<file path="src/design/bcm_pkg.sv">
/*
 * bcm_pkg: register map, field positions, reset values and timing
 * constants of the two-breaker control and status monitor.
 * Assumes a 32-bit classic Wishbone bus, byte addresses, 10 MHz clock.
 */
package bcm_pkg;

    // clock
    localparam int unsigned CLK_HZ = 10_000_000;

    // register byte offsets, one aligned word each
    localparam logic [7:0] OFF_CTRL0  = 8'h00;
    localparam logic [7:0] OFF_CTRL1  = 8'h04;
    localparam logic [7:0] OFF_DLY0   = 8'h08;
    localparam logic [7:0] OFF_DLY1   = 8'h0c;
    localparam logic [7:0] OFF_HOLD0  = 8'h10;
    localparam logic [7:0] OFF_HOLD1  = 8'h14;
    localparam logic [7:0] OFF_NAMELO0 = 8'h18;
    localparam logic [7:0] OFF_NAMEHI0 = 8'h1c;
    localparam logic [7:0] OFF_NAMELO1 = 8'h20;
    localparam logic [7:0] OFF_NAMEHI1 = 8'h24;
    localparam logic [7:0] OFF_STAT   = 8'h28;
    localparam logic [7:0] OFF_IRQ    = 8'h2c;
    localparam logic [7:0] OFF_MASK   = 8'h30;
    localparam logic [7:0] OFF_CMD    = 8'h34;

    // control register fields (per breaker)
    localparam int unsigned CTL_ENABLE = 0;
    localparam int unsigned CTL_BUTTON = 1;
    localparam int unsigned CTL_MODE1P = 2;

    // command register fields, breaker n at bit n*CMD_STRIDE
    localparam int unsigned CMD_OPEN   = 0;
    localparam int unsigned CMD_CLOSE  = 1;
    localparam int unsigned CMD_STRIDE = 2;

    // status register fields, breaker n at bit n*STAT_STRIDE
    localparam int unsigned ST_CLOSED  = 0;
    localparam int unsigned ST_POLE_A  = 1;
    localparam int unsigned ST_POLE_B  = 2;
    localparam int unsigned ST_POLE_C  = 3;
    localparam int unsigned ST_DISAGR  = 4;
    localparam int unsigned ST_ALARM   = 5;
    localparam int unsigned ST_OOS     = 6;
    localparam int unsigned ST_HOLD    = 7;
    localparam int unsigned STAT_STRIDE = 8;

    // interrupt event fields, breaker n at bit n*IRQ_STRIDE
    localparam int unsigned EV_DISAGR  = 0;
    localparam int unsigned EV_ALARM   = 1;
    localparam int unsigned EV_OOS     = 2;
    localparam int unsigned EV_MOVE    = 3;
    localparam int unsigned IRQ_STRIDE = 4;

    // reset values
    localparam logic [2:0]  CTRL_RST = 3'h0;
    localparam logic [15:0] DLY_RST  = 16'h0064;
    localparam logic [15:0] HOLD_RST = 16'h0064;

    // delay and hold settings count in milliseconds
    localparam int unsigned MS_UNIT_US   = 1000;
    localparam int unsigned TICK_CYCLES  = (CLK_HZ / 1_000_000) * MS_UNIT_US;

endpackage : bcm_pkg

</file>
<file path="src/design/bcm_top.sv">
/*
 * bcm_top: two independent breaker control and status monitors with a
 * classic Wishbone register slave and a level interrupt.
 * Assumes contact inputs arrive asynchronously and are synchronised here;
 * open/close outputs drive output relays directly.
 */
// Added by the designer: the register addresses and the Wishbone register port.
`timescale 1ns/1ns

module bcm_top #(
    parameter int unsigned NUM_BRK = 2,
    parameter int unsigned TICK    = bcm_pkg::TICK_CYCLES
) (
    // clock and reset
    input  wire logic               clk_i,
    input  wire logic               rst_i,
    // wishbone slave
    input  wire logic               cyc_i,
    input  wire logic               stb_i,
    input  wire logic               we_i,
    input  wire logic [7:0]         adr_i,
    input  wire logic [3:0]         sel_i,
    input  wire logic [31:0]        dat_i,
    output logic      [31:0]        dat_o,
    output logic                    ack_o,
    // contact and operand inputs, asynchronous
    input  wire logic [NUM_BRK-1:0] pos_a_i,
    input  wire logic [NUM_BRK-1:0] pos_b_i,
    input  wire logic [NUM_BRK-1:0] pos_c_i,
    input  wire logic [NUM_BRK-1:0] external_alarm_input_i,
    input  wire logic [NUM_BRK-1:0] out_of_service_input_i,
    input  wire logic [NUM_BRK-1:0] local_control_status_source_i,
    input  wire logic [NUM_BRK-1:0] trip_operand_i,
    input  wire logic [NUM_BRK-1:0] close_operand_i,
    input  wire logic [NUM_BRK-1:0] button_open_i,
    input  wire logic [NUM_BRK-1:0] button_close_i,
    // relay drives and indications
    output logic      [NUM_BRK-1:0] open_relay_o,
    output logic      [NUM_BRK-1:0] close_relay_o,
    output logic      [NUM_BRK-1:0] local_control_o,
    output logic                    irq_o
);

    ////////////////////////////////////////////////////////////////////////
    // parameter checks

    initial begin
        if (NUM_BRK != 2) begin
            $error("bcm_top: exactly two breaker instances are supported");
        end
        if (TICK < 1) begin
            $error("bcm_top: TICK must be at least one cycle");
        end
    end

    localparam int unsigned NIN = 10;  // synchronised input groups

    typedef struct packed {
        logic [NIN*NUM_BRK-1:0] sync1;
        logic [NIN*NUM_BRK-1:0] sync2;
        logic [NUM_BRK-1:0][2:0]  ctrl;
        logic [NUM_BRK-1:0][15:0] dly;
        logic [NUM_BRK-1:0][15:0] hold;
        logic [NUM_BRK-1:0][47:0] name;
        logic [NUM_BRK-1:0][15:0] dly_cnt;
        logic [NUM_BRK-1:0][15:0] hold_cnt;
        logic [NUM_BRK-1:0]       disagr;
        logic [NUM_BRK-1:0]       alarm;
        logic [NUM_BRK-1:0]       oos;
        logic [NUM_BRK-1:0]       closed;
        logic [NUM_BRK-1:0]       open_r;
        logic [NUM_BRK-1:0]       close_r;
        logic [NUM_BRK-1:0]       loc;
        logic [NUM_BRK*4-1:0]     irq_st;
        logic [NUM_BRK*4-1:0]     irq_msk;
        logic [31:0]              tick_cnt;
        logic                     tick;
        logic [31:0]              rdata;
        logic                     ack;
    } bcm_state_t;

    bcm_state_t s_q;
    bcm_state_t s_d;

    // synchronised views, second flop only
    logic [NUM_BRK-1:0] pa, pb, pc, ext, oos_in, loc_in, trp, cls, bo, bc;
    assign {bc, bo, cls, trp, loc_in, oos_in, ext, pc, pb, pa} = s_q.sync2;

    logic acc;
    assign acc = cyc_i & stb_i & ~s_q.ack;

    ////////////////////////////////////////////////////////////////////////
    // next-state logic

    always_comb begin
        logic [NUM_BRK*4-1:0] ev;
        logic [NUM_BRK-1:0]   sw_open;
        logic [NUM_BRK-1:0]   sw_close;
        logic [31:0]          wmask;
        logic [31:0]          rd;
        logic [31:0]          st;
        logic                 en;
        logic                 m1p;
        logic                 mismatch;
        logic                 man_close;
        logic [2:0]           phs;
        ev        = '0;
        sw_open   = '0;
        sw_close  = '0;
        rd        = '0;
        st        = '0;
        en        = 1'b0;
        m1p       = 1'b0;
        mismatch  = 1'b0;
        man_close = 1'b0;
        phs       = '0;
        wmask     = {{8{sel_i[3]}}, {8{sel_i[2]}}, {8{sel_i[1]}}, {8{sel_i[0]}}};
        s_d       = s_q;

        // two-flop synchroniser for all contact and operand inputs
        s_d.sync1 = {button_close_i, button_open_i, close_operand_i, trip_operand_i,
                     local_control_status_source_i, out_of_service_input_i,
                     external_alarm_input_i, pos_c_i, pos_b_i, pos_a_i};
        s_d.sync2 = s_q.sync1;

        // millisecond tick shared by both timers
        s_d.tick = 1'b0;
        if (s_q.tick_cnt >= TICK - 1) begin
            s_d.tick_cnt = '0;
            s_d.tick     = 1'b1;
        end else begin
            s_d.tick_cnt = s_q.tick_cnt + 32'h1;
        end

        // software command pulses, write-only register
        if (acc && we_i && adr_i == bcm_pkg::OFF_CMD) begin
            for (int n = 0; n < NUM_BRK; n++) begin
                sw_open[n]  = dat_i[n*bcm_pkg::CMD_STRIDE + bcm_pkg::CMD_OPEN];
                sw_close[n] = dat_i[n*bcm_pkg::CMD_STRIDE + bcm_pkg::CMD_CLOSE];
            end
        end

        // per-breaker logic, identical for each instance
        for (int n = 0; n < NUM_BRK; n++) begin
            en  = s_q.ctrl[n][bcm_pkg::CTL_ENABLE];
            m1p = s_q.ctrl[n][bcm_pkg::CTL_MODE1P];
            // positions are high when closed, low when open
            phs = m1p ? {pc[n], pb[n], pa[n]} : {3{pa[n]}};
            mismatch = en & m1p & ~(&phs == |phs);
            s_d.closed[n] = en & (&phs);
            // manual close: panel button if allowed, or software command
            man_close = en & ((bc[n] & s_q.ctrl[n][bcm_pkg::CTL_BUTTON]) | sw_close[n]);
            s_d.open_r[n]  = en & (trp[n] | sw_open[n]
                           | (bo[n] & s_q.ctrl[n][bcm_pkg::CTL_BUTTON]));
            s_d.close_r[n] = en & (cls[n] | man_close);
            s_d.alarm[n]   = en & ext[n];
            s_d.oos[n]     = en & oos_in[n];
            s_d.loc[n]     = en & loc_in[n];

            // disagreement timer, restarted on agreement
            if (!mismatch) begin
                s_d.dly_cnt[n] = '0;
                s_d.disagr[n]  = 1'b0;
            end else if (s_q.dly_cnt[n] >= s_q.dly[n]) begin
                s_d.disagr[n]  = 1'b1;
            end else if (s_q.tick) begin
                s_d.dly_cnt[n] = s_q.dly_cnt[n] + 16'h1;
            end

            // manual close hold window
            if (man_close) begin
                s_d.hold_cnt[n] = s_q.hold[n];
            end else if (!en) begin
                s_d.hold_cnt[n] = '0;
            end else if (s_q.tick && s_q.hold_cnt[n] != 16'h0) begin
                s_d.hold_cnt[n] = s_q.hold_cnt[n] - 16'h1;
            end

            // rising-edge events, move event on either edge
            ev[n*bcm_pkg::IRQ_STRIDE + bcm_pkg::EV_DISAGR] = s_d.disagr[n] & ~s_q.disagr[n];
            ev[n*bcm_pkg::IRQ_STRIDE + bcm_pkg::EV_ALARM]  = s_d.alarm[n] & ~s_q.alarm[n];
            ev[n*bcm_pkg::IRQ_STRIDE + bcm_pkg::EV_OOS]    = s_d.oos[n] & ~s_q.oos[n];
            ev[n*bcm_pkg::IRQ_STRIDE + bcm_pkg::EV_MOVE]   = s_d.closed[n] ^ s_q.closed[n];

            // status word
            st[n*bcm_pkg::STAT_STRIDE + bcm_pkg::ST_CLOSED] = s_q.closed[n];
            st[n*bcm_pkg::STAT_STRIDE + bcm_pkg::ST_POLE_A] = phs[0];
            st[n*bcm_pkg::STAT_STRIDE + bcm_pkg::ST_POLE_B] = phs[1];
            st[n*bcm_pkg::STAT_STRIDE + bcm_pkg::ST_POLE_C] = phs[2];
            st[n*bcm_pkg::STAT_STRIDE + bcm_pkg::ST_DISAGR] = s_q.disagr[n];
            st[n*bcm_pkg::STAT_STRIDE + bcm_pkg::ST_ALARM]  = s_q.alarm[n];
            st[n*bcm_pkg::STAT_STRIDE + bcm_pkg::ST_OOS]    = s_q.oos[n];
            st[n*bcm_pkg::STAT_STRIDE + bcm_pkg::ST_HOLD]   = s_q.hold_cnt[n] != 16'h0;
        end

        // register writes; write-one-to-clear loses to a new event
        if (acc && we_i) begin
            unique case (adr_i)
                bcm_pkg::OFF_CTRL0:   s_d.ctrl[0] = (s_q.ctrl[0] & ~wmask[2:0]) | (dat_i[2:0] & wmask[2:0]);
                bcm_pkg::OFF_CTRL1:   s_d.ctrl[1] = (s_q.ctrl[1] & ~wmask[2:0]) | (dat_i[2:0] & wmask[2:0]);
                bcm_pkg::OFF_DLY0:    s_d.dly[0]  = (s_q.dly[0] & ~wmask[15:0]) | (dat_i[15:0] & wmask[15:0]);
                bcm_pkg::OFF_DLY1:    s_d.dly[1]  = (s_q.dly[1] & ~wmask[15:0]) | (dat_i[15:0] & wmask[15:0]);
                bcm_pkg::OFF_HOLD0:   s_d.hold[0] = (s_q.hold[0] & ~wmask[15:0]) | (dat_i[15:0] & wmask[15:0]);
                bcm_pkg::OFF_HOLD1:   s_d.hold[1] = (s_q.hold[1] & ~wmask[15:0]) | (dat_i[15:0] & wmask[15:0]);
                // six-character label, four bytes low, two bytes high
                bcm_pkg::OFF_NAMELO0: s_d.name[0][31:0]  = (s_q.name[0][31:0] & ~wmask) | (dat_i & wmask);
                bcm_pkg::OFF_NAMEHI0: s_d.name[0][47:32] = (s_q.name[0][47:32] & ~wmask[15:0])
                                                         | (dat_i[15:0] & wmask[15:0]);
                bcm_pkg::OFF_NAMELO1: s_d.name[1][31:0]  = (s_q.name[1][31:0] & ~wmask) | (dat_i & wmask);
                bcm_pkg::OFF_NAMEHI1: s_d.name[1][47:32] = (s_q.name[1][47:32] & ~wmask[15:0])
                                                         | (dat_i[15:0] & wmask[15:0]);
                bcm_pkg::OFF_IRQ:     s_d.irq_st  = s_q.irq_st & ~(dat_i[NUM_BRK*4-1:0] & wmask[NUM_BRK*4-1:0]);
                bcm_pkg::OFF_MASK:    s_d.irq_msk = (s_q.irq_msk & ~wmask[NUM_BRK*4-1:0])
                                                  | (dat_i[NUM_BRK*4-1:0] & wmask[NUM_BRK*4-1:0]);
                default: ;
            endcase
        end
        s_d.irq_st = s_d.irq_st | ev;   // set beats clear

        // read mux, unmapped addresses read zero
        unique case (adr_i)
            bcm_pkg::OFF_CTRL0:   rd = {29'h0, s_q.ctrl[0]};
            bcm_pkg::OFF_CTRL1:   rd = {29'h0, s_q.ctrl[1]};
            bcm_pkg::OFF_DLY0:    rd = {16'h0, s_q.dly[0]};
            bcm_pkg::OFF_DLY1:    rd = {16'h0, s_q.dly[1]};
            bcm_pkg::OFF_HOLD0:   rd = {16'h0, s_q.hold[0]};
            bcm_pkg::OFF_HOLD1:   rd = {16'h0, s_q.hold[1]};
            bcm_pkg::OFF_NAMELO0: rd = s_q.name[0][31:0];
            bcm_pkg::OFF_NAMEHI0: rd = {16'h0, s_q.name[0][47:32]};
            bcm_pkg::OFF_NAMELO1: rd = s_q.name[1][31:0];
            bcm_pkg::OFF_NAMEHI1: rd = {16'h0, s_q.name[1][47:32]};
            bcm_pkg::OFF_STAT:    rd = st;
            bcm_pkg::OFF_IRQ:     rd = {24'h0, s_q.irq_st};
            bcm_pkg::OFF_MASK:    rd = {24'h0, s_q.irq_msk};
            default:              rd = 32'h0;
        endcase
        s_d.rdata = acc ? rd : s_q.rdata;
        s_d.ack   = acc;   // one wait state, dropped the cycle after

        if (rst_i) begin
            s_d          = '0;
            s_d.ctrl     = {NUM_BRK{bcm_pkg::CTRL_RST}};
            s_d.dly      = {NUM_BRK{bcm_pkg::DLY_RST}};
            s_d.hold     = {NUM_BRK{bcm_pkg::HOLD_RST}};
        end
    end

    ////////////////////////////////////////////////////////////////////////
    // state register

    always_ff @(posedge clk_i) begin
        s_q <= s_d;
    end

    ////////////////////////////////////////////////////////////////////////
    // outputs, all from flops except the irq reduction

    assign dat_o           = s_q.rdata;
    assign ack_o           = s_q.ack;
    assign open_relay_o    = s_q.open_r;
    assign close_relay_o   = s_q.close_r;
    assign local_control_o = s_q.loc;
    assign irq_o           = |(s_q.irq_st & s_q.irq_msk);

endmodule : bcm_top

</file>
<file path="config.mk">
export PLATFORM = sky130hd
export DESIGN_NAME = bcm_top
export DESIGN_NICKNAME = d
export VERILOG_FILES = /design/src/design/bcm_pkg.sv /design/src/design/bcm_top.sv
export SDC_FILE = /design/constraint.sdc
export NUM_CORES = 1
export LEC_CHECK = 0
export BUFFER_PORTS_ARGS = -buffer_cell sky130_fd_sc_hd__buf_2
export CELL_PAD_IN_SITES_DETAIL_PLACEMENT = 1
export CELL_PAD_IN_SITES_GLOBAL_PLACEMENT = 1
export CORE_AREA = 2 2 221 223
export DETAILED_ROUTE_END_ITERATION = 10
export DIE_AREA = 0 0 223 225
export PLACE_DENSITY = 0.7
export SYNTH_ARGS = -nofsm -noshare
export SYNTH_HDL_FRONTEND = slang
export SYNTH_SLANG_ARGS = --single-unit
</file>
<file path="constraint.sdc">
create_clock -name clk_i -period 2.62 [get_ports clk_i]
set_input_delay 0.524 -clock clk_i [delete_from_list [all_inputs] [get_ports clk_i]]
set_output_delay 0.524 -clock clk_i [all_outputs]
set_load 0.03 [all_outputs]
</file>
-- After elaboration in Yosys (flattened, before gate mapping)
Index checks and enable logic that the tools add are counted.
- flip-flop bits (word level): 366
- input bits: 69
- output and inout port bits: 40
- logic and storage cells: 188
- $add $sub $neg: 5
- magnitude comparators: 3
- equal/unequal tests: 17
- mux-type cells: 19
- bitwise operators: 87
- reduce and logical (&&, ||, !) cells: 28
- operators by type and width (kind ; number):
    case mux 32 bit (13 select lines) ; 1
    bitwise AND 16 bit ; 7
    two-way mux 16 bit ; 7
    bitwise AND 32 bit ; 3
    bitwise OR 16 bit ; 6
    bitwise OR 32 bit ; 2
    == test 8 x 6 -> 1 bit (second input constant) ; 6
    adder 16 x 1 -> 16 bit (second input constant) ; 2
    adder 32 x 1 -> 32 bit (second input constant) ; 1
    bitwise AND 8 bit ; 4
    == test 8 x 5 -> 1 bit (second input constant) ; 4
    greater-or-equal comparator 16 bit ; 2
    greater-or-equal comparator 32 x 14 -> 1 bit (second input constant) ; 1
    NOT 32 bit ; 1
    nonzero test 16 bit ; 2
    subtractor 16 x 1 -> 16 bit (second input constant) ; 2
    bitwise AND 1 bit ; 30
    AND reduction 2 bit ; 13
    == test 8 x 4 -> 1 bit (second input constant) ; 2
    two-way mux 8 bit ; 2
    NOT 16 bit ; 1
    NOT 8 bit ; 2
    bitwise OR 8 bit ; 2
    NOT 1 bit ; 13
    17 further kinds ; 43

-- Logic depth before layout (Yosys ltp)
Gate-level depths: netlist of run 1.
- word-level depth: 9
- mapped depth: 10
- mapped depth without buffers: 8

-- Worst setup path before layout of run 1
OpenSTA, ideal clock, no wires.
- path kind: reg2reg
- from: reg s_q[128] (netlist name)
- to: reg s_q[141] (netlist name)
- data arrival time: 2.233 ns
- slack: 0.259 ns
- cell stages (with the launch flop): 10
- buffers on the path: 1
- path through: dfxtp_1 > inv_1 > ha_1 > nand2b_1 > a2111o_1 > a32oi_1 > clkbuf_1 > nand4_1 > xor2_1 > nor2_1
- cells in the longest elaborated chain, start to end: 3
- elaborated cells between the ends (all ways): 4
- classes of those cells: 1 x add/sub; 1 x order compare; 1 x bitwise; 1 x reduce/logical
- RTL lines (element ; RTL line ; text):
    from (decl) ; bcm_top.sv:82 ; bcm_state_t s_q;
    from (signal assigned) ; bcm_top.sv:252 ; s_q <= s_d;
    greater-or-equal comparator 16 bit ; bcm_top.sv:164 ; end else if (s_q.dly_cnt[n] >= s_q.dly[n]) begin
    NOT 1 bit (no source line) ; -- ;
    AND reduction 2 bit (no source line) ; -- ;
Several ways; a longest one is shown, not always the timed one.
A chain may end at the register's enable or synchronous reset.

-- Worst setup path in the final report of run 1
- from: reg s_q[155] (netlist name)
- to: reg s_q[150] (netlist name)
- cells in the longest elaborated chain, start to end: 3
- RTL lines (element ; RTL line):
    greater-or-equal comparator 16 bit ; bcm_top.sv:164
    NOT 1 bit (no source line) ; --
    AND reduction 2 bit (no source line) ; --
Every way passes these cells.

==> impl_results.md, run 1 <==
* Mapped cell area at roughly 17,000 um2
* Gr usage total at 23.4%
* Syn_area_per_cell at ~8.3 um2
* Crit path arrival time at between 3 and 4 ns
* Final period util at between 90% and 100%
* Largest net degree at the start of global routing at 82
* Crit path capture: s_q[150]$_SDFFE_PP0P_
* TNS Setup at 0 ns
* Hold_buf cts at 0
* Number of port buffers at approximately 110
* EDFF count, synth at 0
* Final setup vio count at 0
* Post-synthesis cell type count at 78
* Syn Inst Count at between 1,500 and 2,000
* RePlAce Congestion at about 0.93
* Initial antenna violation count at 3
* CTS tree: yes
* #FFs+latches synth at approximately 370
* Pwr Total at 12.2 mW
* R2R Path End: s_q[150]$_SDFFE_PP0P_
* Placed cell count at 2,688
* Worst-path clk slew at approximately 0.06 ns
* Routed Antenna Nets at 0
* CP Launch Point: s_q[155]$_SDFFE_PP0P_
* Register area share after synthesis at 44.2%
* Slew Limit Fails at 0
* First-pass GRT wire length at 92,400 um
* Max_cap viols at 0
* Total clock sinks at 366
* Pleak at 7.61 nW
* Synthesis warning total at 0
* DRT Wirelength at 59,900 um
* Min Tclk post-route at 2.53 ns
* Remaining global-route overflow at 0
* CTS Buf Count at 42
* Final setup margin at 0.0859 ns
* I/O Pins at 109
* Status: finished, final reports clean
* Most used DFF post-synth: dfxtp_1
* Ant. Diodes at 0
* Total core area at about 48,000 um2
* DR pass1 iterations at 5
* Root Buffer: clkbuf_16
* DR vias/cell at 5.65
* Crit end category: flip-flop
* Via count at 15,700
* Cell Pwr Density at ~600 nW/um2
* Min-Delay Path Class: in2reg
* Most common cell after layout, fill and taps aside: dfxtp_1
* Clock skew at 0.0200 ns
* Dpl ws at -0.122 ns
* Share of cells above drive strength 1 at 18.0%
* Clk_lat worst skew at ~0.58 ns
* Start of the worst register-to-register path: s_q[155]$_SDFFE_PP0P_
* Final Non-Filler Cells at 2,774
* Die Y at ~230 um
* Worst Path Required at 3.12 ns
* Longest Clk Path Bufs at 3
* Row Count at 80
* Asr flop ratio synth at 0%
* Iter 0 DRT Violations at 1,348
* Vias in the first global route at 15,700
* Tightest Pin Transition at 0.890 ns
* F_max at just under 400 MHz
* Most frequent cells in the layout: dfxtp_1 (356), nand2_1 (275), a21oi_1 (208)
* DR WL/cell at 21.6 um
* Detailed placer's ending HPWL at 43,300 um
* Syn-to-layout area delta at 20.0%
* Slew headroom at 40.6%
* Worst IR Drop VDD at between 0.5 and 0.6 mV
* Worst setup SP type: flip-flop
* CP Class: reg2reg
* R2R depth at 11
* DRC at 0
* Crit Path Max Fanout at 6
* Die footprint at 50,200 um2
* Top cells by area, synth: dfxtp_1 (44%), a21oi_1 (6.5%), nand2_1 (6.2%)
* Initial Util at 34.8%
* Leading area contributor after synthesis: dfxtp_1
* Layout Nets at around 2,200
* H-tree depth at 2
* Final hold vios at 0
* Top cell type's share of synthesized area at approximately 44%
* Flop-to-flop setup slack at 0.09 ns
* Die X at 223 um
synthesized netlist by cell type (20+ instances only):
master    count
dfxtp_1     366
nand2_1     275
a21oi_1     214
nand3_1     176
nor2_1      170
clkbuf_1     95
mux2i_1      53
a22oi_1      50
inv_1        49
nor2b_1      46
buf_4        42
o21ai_0      39
ha_1         38
nor3_1       35
buf_2        24
xor2_1       22
nand4_1      20
stage by stage:
step | hold WS, ns | instance area [um2] | util, %
2_1_floorplan | 0.406 | 16600 | -
3_3_place_gp | 0.413 | 18200 | 38.2
3_5_place_dp | 0.427 | 18200 | 38.2
4_1_cts | 0.138 | 19700 | 41.5
5_1_grt | 0.166 | 19900 | 41.8
6_report | 0.155 | 19900 | 41.8
cell type report:
cell class | instances | area (um2)
clock buffer | 59 | 1200
clock inverter | 14 | 206
fill | 5556 | 27700
inverter | 49 | 184
multi-input combinational | 1424 | 8460
sequential | 366 | 7350
tap | 615 | 769
timing repair buffer | 247 | 1710
metal layers:
metal	up-vias	global-route usage, %	wire [um]
met5	-	0	24
met4	4	8.18	1880
met3	117	3.91	3560
met1	7817	31.2	27000
li1	7258	-	-
met2	468	38.3	27400
critical path, stage by stage (launching register included):
cell	delay (ns)
dfxtp_1	0.45
ha_4	0.25
a21oi_2	0.15
nor2_1	0.09
nor4_4	0.27
buf_4	0.15
nand4_1	0.15
buf_12	0.21
buf_6	0.12
buf_4	0.15
or3_1	0.35
a21oi_2	0.12
how the worst min path moves through the flow:
stage / start / to / cells past startpoint
2_1_floorplan: loc_in[0]$_SDFF_PP0_ / local_control_o[0]$_SDFF_PP0_ / 1
3_3_place_gp: loc_in[0]$_SDFF_PP0_ / local_control_o[0]$_SDFF_PP0_ / 1
3_5_place_dp: s_q[351]$_SDFF_PP0_ / pc[1]$_SDFF_PP0_ / 1
4_1_cts: out_of_service_input_i[0] / s_q[354]$_SDFF_PP0_ / 2
5_1_grt: local_control_status_source_i[1] / s_q[357]$_SDFF_PP0_ / 2
6_report: external_alarm_input_i[0] / s_q[352]$_SDFF_PP0_ / 2
logic make-up (layout without fill, tap and decap cells):
family | Yosys count | in the layout | share of synthesized area (%)
flip-flops | 366 | 366 | 44.2
adder cells (fa/ha/maj) | 38 | 38 | 2.87
XOR/XNOR | 38 | 38 | 2.01
AND/OR/NAND/NOR | 835 | 835 | 24.1
other | 1 | 18 | 0.0226
AO/OA/AOI/OAI | 428 | 428 | 16.3
buffers and inverters | 218 | 369 | 6.12
multiplexers | 67 | 67 | 4.29
repair_timing:
action	CTS	global route
resized for setup	15	24
pin swaps	9	14
endpoints found under the setup margin	10	18
endpoints found under the hold margin	0	0
buffers inserted	4	8
cloned	1	0
power breakdown:
group | leakage [nW] | switching, mW | internal, mW
Sequential | 2.97 | 0.0203 | 5.61
Clock | 0.697 | 2.47 | 3.61
Combinational | 3.94 | 0.334 | 0.153
(Power assumes the default switching activity.)
==> run 2, diff against run 1 <==
--- a/config.mk
+++ b/config.mk
@@ -8,10 +8,10 @@
 export BUFFER_PORTS_ARGS = -buffer_cell sky130_fd_sc_hd__buf_2
 export CELL_PAD_IN_SITES_DETAIL_PLACEMENT = 1
 export CELL_PAD_IN_SITES_GLOBAL_PLACEMENT = 1
-export CORE_AREA = 2 2 221 223
+export CORE_AREA = 2 2 193 195
 export DETAILED_ROUTE_END_ITERATION = 10
-export DIE_AREA = 0 0 223 225
-export PLACE_DENSITY = 0.7
+export DIE_AREA = 0 0 195 197
+export PLACE_DENSITY = 0.86
 export SYNTH_ARGS = -nofsm -noshare
 export SYNTH_HDL_FRONTEND = slang
 export SYNTH_SLANG_ARGS = --single-unit
==> run 2 against run 1 <==
  * Global-route usage is 6.4 points higher
  * Non-clock buffer count is 15 lower
  * Count of clock-buffer cells in the layout is 4 lower
  * Final area is 0.79% lower
  * Clock power is 4.6% lower
  * Critical endpoint is now s_q[155]$_SDFFE_PP0P_
  * Largest cell class unchanged
  * Highest routed layer unchanged
==> impl_results.md, run 2 (same netlist as run 1, synthesis figures left out) <==
* Total core area at 36,300 um2
* DRC at 0
* Buf+Inv Stages, Crit Path at 3
* DR pass1 iterations at 5
* Core Util, Final at between 50% and 60%
* H-tree depth at 2
* Most frequent cells in the layout: dfxtp_1 (352), nand2_1 (275), a21oi_1 (202)
* Die Y at roughly 200 um
* Most common cell after layout, fill and taps aside: dfxtp_1
* DR vias/cell at 6.09
* Crit path max-delay family: simple AND/OR/NAND/NOR gates
* Longest Clk Path Bufs at 3
* Status: finished, final reports clean
* Worst Path Required at 3.10 ns
* Cell Pwr Density at 605 nW/um2
* Final period util at a little over nine tenths
* Row Count at 70
* Remaining global-route overflow at 0
* Min Tclk post-route at ~2.6 ns
* Slew headroom at 42.1%
* Syn-to-layout area delta at 19.1%
* CP Class: reg2reg
* Max_cap viols at 0
* Iter 0 DRT Violations at approximately 1,300
* Crit path arrival time at 3.06 ns
* Slowest CP cell: or4_4
* Gr usage total at 29.7%
* DRT Wirelength at 58,900 um
* Layout Nets at 2,220
* Initial Util at 45.7%
* Die footprint at 38,400 um2
* Via count at between 15,000 and 20,000
* Clock skew at ~0.020 ns
* Final hold vios at 0
* Final setup margin at about 0.037 ns
* Vias in the first global route at approximately 16,000
* Tightest Pin Transition at 0.868 ns
* Root Buffer: clkbuf_16
* Routed Antenna Nets at 0
* Detailed placer's ending HPWL at 41,100 um
* Crit end category: flip-flop
* Final setup vio count at 0
* RePlAce Congestion at 0.980
* Unrepaired setup endpoints after global routing: true
* TNS Setup at 0 ns
* Total clock sinks at 366
* Clk_lat worst skew at 0.56 ns
* Largest net degree at the start of global routing at 90
* CP dominant cell by count: nand4_1
* Die X at 195 um
* Hold_buf cts at 0
* First-pass GRT wire length at 90,400 um
* CTS tree: yes
* Crit Path Max Fanout at 5
* Slew Limit Fails at 0
* Initial antenna violation count at 4
* Cell Chain, Critical Path: inv_1 -> ha_4 -> nand4_1 -> nor2_1 -> nor4_2 -> buf_4 -> nand4_1 -> buf_12 -> or4_4 -> a21oi_2
* Pwr Total at around 12 mW
* F_max at 387 MHz
* I/O Pins at 109
* Dpl ws at -0.0522 ns
* Worst setup SP type: flip-flop
* Pleak at 7.53 nW
* Min-Delay Path Class: in2reg
* Crit path largest cell delay at 0.47 ns
* Number of port buffers at 108
* CTS Buf Count at 40
* Share of cells above drive strength 1 at 18.6%
* Worst-path clk slew at about 0.060 ns
* DR WL/cell at between 20 and 25 um
* Worst IR Drop VDD at between 0.5 and 0.6 mV
run 2: cell count changes in the layout (fill, tap and decap cells not counted), sizes merged:
cell | previous run | this run
bufinv | 4 | 3
clkbuf | 60 | 57
diode | 0 | 1
bufbuf | 1 | 0
clkinv | 7 | 9
buf | 245 | 230
clkinvlp | 0 | 5
inv | 52 | 50
run 2: stage by stage:
| step | hold WS [ns] | cell area (um2) | cells |
|---|---|---|---|
| 2_1_floorplan | 0.406 | 16600 | 2008 |
| 3_3_place_gp | 0.418 | 18000 | 2533 |
| 3_5_place_dp | 0.423 | 18000 | 2533 |
| 4_1_cts | 0.160 | 19300 | 2606 |
| 5_1_grt | 0.174 | 19700 | 2612 |
| 6_report | 0.178 | 19700 | 2613 |
run 2: report_power, final:
| part | internal (mW) | total [mW] | switching [mW] | leakage [nW] |
|---|---|---|---|---|
| combinational | 0.156 | 0.490 | 0.335 | 3.92 |
| clock | 3.35 | 5.81 | 2.45 | 0.647 |
| sequential | 5.61 | 5.63 | 0.0208 | 2.97 |
| total | 9.12 | 11.9 | 2.81 | 7.53 |
run 2: worst paths after layout:
check | startpoint | to | slack [ns] | cells past startpoint
max | flip-flop | s_q[155]$_SDFFE_PP0P_ | 0.04 | 10
min | pos_b_i[0] | s_q[348]$_SDFF_PP0_ | 0.18 | 2
max reg2reg | flip-flop | s_q[155]$_SDFFE_PP0P_ | 0.04 | 10
min reg2reg | loc_in[1]$_SDFF_PP0_ | local_control_o[1]$_SDFF_PP0_ | 0.43 | 1
run 2: area by class of cell:
class                   count  area (um2)
fillers                  4325       16500
multi-input cells        1424        8600
flip-flops and latches    366        7350
repair buffers            232        1650
clock buffers              55        1130
well taps                 468         586
clock inverters            18         220
inverters                  49         184
diodes                      1        2.50
run 2: repair_timing:
action | 4_1_cts | 5_1_grt
pin swaps | 0 | 28
endpoints found under the setup margin | 6 | 24
cloned | 0 | 2
resized for setup | 2 | 66
buffers inserted | 0 | 4
run 2: worst reg2reg max path, cell delays in order (launching register included):
cell and delay (ns):
dfxtp_4 0.36, inv_1 0.09, ha_4 0.20, nand4_1 0.16, nor2_1 0.08, nor4_2 0.27
buf_4 0.17, nand4_1 0.28, buf_12 0.26, or4_4 0.48, a21oi_2 0.16
run 2: metal layers:
| metal | vias up | track usage [%] | share of wire (%) |
|---|---|---|---|
| met5 | - | 0 | 0.068 |
| met4 | 6 | 13.8 | 4.7 |
| met3 | 179 | 5.80 | 7.3 |
| met2 | 651 | 49.1 | 47 |
| met1 | 7859 | 37.7 | 41 |
| li1 | 7229 | - | - |
==> run 3, diff against run 2 <==
--- a/config.mk
+++ b/config.mk
@@ -6,12 +6,13 @@
 export NUM_CORES = 1
 export LEC_CHECK = 0
 export BUFFER_PORTS_ARGS = -buffer_cell sky130_fd_sc_hd__buf_2
-export CELL_PAD_IN_SITES_DETAIL_PLACEMENT = 1
+export CELL_PAD_IN_SITES_DETAIL_PLACEMENT = 0
 export CELL_PAD_IN_SITES_GLOBAL_PLACEMENT = 1
-export CORE_AREA = 2 2 193 195
+export CORE_AREA = 2 2 189 191
+export CTS_BUF_LIST = sky130_fd_sc_hd__clkbuf_8
 export DETAILED_ROUTE_END_ITERATION = 10
-export DIE_AREA = 0 0 195 197
-export PLACE_DENSITY = 0.86
+export DIE_AREA = 0 0 191 193
+export PLACE_DENSITY = 0.89
 export SYNTH_ARGS = -nofsm -noshare
 export SYNTH_HDL_FRONTEND = slang
 export SYNTH_SLANG_ARGS = --single-unit
==> constraint.sdc (replaced) <==
create_clock -name clk_i -period 2.62 [get_ports clk_i]
set_input_delay 0.786 -clock clk_i [delete_from_list [all_inputs] [get_ports clk_i]]
set_output_delay 0.786 -clock clk_i [all_outputs]
set_load 0.03 [all_outputs]
==> run 3 against run 2 <==
  * Die area down 4.0%
  * Critical endpoint unchanged
  * Core utilization increased by 2.0 points
  * Setup slack improved by 0.050 ns
  * Sequential share of layout area hardly changed
==> impl_results.md, run 3 (same netlist as run 1, synthesis figures left out) <==
* Status: finished, final reports clean
* Clk_lat worst skew at 0.65 ns
* Most frequent cells in the layout: dfxtp_1 (355), nand2_1 (275), a21oi_1 (210)
* RePlAce Congestion at 0.937
* Min-Delay Path Class: in2reg
* Initial Util at a little under half
* First-pass GRT wire length at 80,300 um
* Met3 GRT Util at approximately 5%
* Gr usage total at between 20 and 30%
* Remaining global-route overflow at 0
* Crit path largest cell delay at roughly 0.50 ns
* Slew headroom at 34.4%
* Crit path arrival time at 3.09 ns
* Grt met1 use at 37.0%
* Largest net degree at the start of global routing at 94
* Worst hold slack at 0.359 ns
* Root Buffer: clkbuf_8
* Die Y at about 190 um
* Worst IR Drop VDD at around 0.42 mV
* Cell Chain, Critical Path: inv_1 -> ha_1 -> a21oi_1 -> nor2_1 -> nor4_2 -> nand4_1 -> buf_12 -> or4_1 -> a21oi_1
* Iter 0 DRT Violations at 1,505
* Ant. Diodes at 0
* Pleak at 7.75 nW
* Initial antenna violation count at 1
* Met2 global-route usage at between 40% and 50%
* DR WL/cell at 19.4 um
* H-tree depth at 2
* Crit path max-delay family: simple AND/OR/NAND/NOR gates
* Final hold vios at 0
* Longest Clk Path Bufs at 3
* Worst Path Required at 3.17 ns
* Crit Path Max Fanout at 6
* Final setup margin at 0.0868 ns
* CP dominant cell by count: a21oi_1
* Buf+Inv Stages, Crit Path at 2
* Hold_buf cts at 0
* Unrepaired setup endpoints after global routing: true
* Clock skew at 0.0222 ns
* Final setup vio count at 0
* Routed Antenna Nets at 0
* DRT Wirelength at 52,100 um
* Fillers at around 3,200
* Total clock sinks at ~370
* Vias in the first global route at 14,400
* DR pass1 iterations at 8
* Syn-to-layout area delta at 19.0%
* CP Class: reg2reg
* Detailed placer's ending HPWL at around 38,000 um
* Total core area at 35,000 um2
* Busiest grt layer: met2
* Number of port buffers at roughly 110
* Cell Pwr Density at 554 nW/um2
* Via count at approximately 15,000
* Most common cell after layout, fill and taps aside: dfxtp_1
* Worst setup SP type: flip-flop
* Worst-path clk slew at 0.07 ns
* Layout Nets at 2,286
* I/O Pins at between 100 and 150
* Slowest CP cell: or4_1
* Dpl ws at -0.371 ns
* TNS Setup at 0 ns
* Row Count at between 60 and 70
* Die X at around 190 um
* DRC at 0
* Min Tclk post-route at 2.53 ns
* CTS tree: yes
* Die footprint at 36,900 um2
* CTS Buf Count at 59
* Max_cap viols at 0
* Tightest Pin Transition at 0.984 ns
* DR vias/cell at ~5.8
* Slew Limit Fails at 0
* Share of cells above drive strength 1 at 19.5%
* Final period util at 96.7%
* F_max at 395 MHz
* Crit end category: flip-flop
run 3: per-layer routing:
| metal | part of all wire, % | vias to the layer above |
|---|---|---|
| li1 | - | 7371 |
| met1 | 43 | 7267 |
| met2 | 45 | 686 |
| met3 | 8.0 | 138 |
| met4 | 3.8 | 2 |
| met5 | 0.021 | - |
run 3: layout make-up:
type | count | area, um2 | area share [%]
clock buffer | 74 | 1020 | 5.17
clock inverter | 27 | 128 | 0.647
inverter | 49 | 184 | 0.933
multi-input combinational | 1424 | 8420 | 42.7
sequential | 366 | 7350 | 37.3
tap | 461 | 577 | 2.93
timing repair buffer | 279 | 2040 | 10.4
run 3: where the power goes:
part / internal [mW] / switching [mW] / total [mW]
clock network: 2.53 / 2.28 / 4.81
logic: 0.168 / 0.316 / 0.484
registers: 5.61 / 0.0202 / 5.63
total: 8.31 / 2.62 / 10.9
run 3: timing repair:
| item | CTS | global route |
|---|---|---|
| pin swaps | 0 | 12 |
| setup endpoints to repair | 6 | 21 |
| gates resized for setup | 1 | 29 |
| setup buffers | 0 | 6 |
| gates cloned | 0 | 2 |
| endpoints found under the hold margin | 0 | 0 |
run 3: final timing paths:
check | startpoint | end | slack (ns) | depth (start not counted)
worst max register to register | flip-flop | s_q[155]$_SDFFE_PP0P_ | 0.09 | 9
worst max-delay path | flip-flop | s_q[155]$_SDFFE_PP0P_ | 0.09 | 9
worst min-delay path | pos_b_i[1] | s_q[349]$_SDFF_PP0_ | 0.36 | 2
worst min register to register | loc_in[0]$_SDFF_PP0_ | local_control_o[0]$_SDFF_PP0_ | 0.42 | 1
run 3: metrics by stage:
| stage | instance area, um2 | total power, mW | util (%) | std cells |
|---|---|---|---|---|
| floorplan | 16600 | 5.98 | - | 2008 |
| global placement | 18300 | 6.21 | 52.5 | 2571 |
| detailed placement | 18300 | 6.22 | 52.5 | 2571 |
| CTS | 19500 | 11.0 | 55.8 | 2672 |
| global route | 19700 | 11.3 | 56.4 | 2680 |
| finish | 19700 | 10.9 | 56.4 | 2680 |
run 3: worst register-to-register path: cells and delay by family (launching register included):
kind	cells	cell delay, ns
adders and majority gates	1	0.29
buffers and inverters	2	0.30
AOI/OAI and AO/OA	2	0.32
and+or+nand+nor	4	1.22
DFF	1	0.34
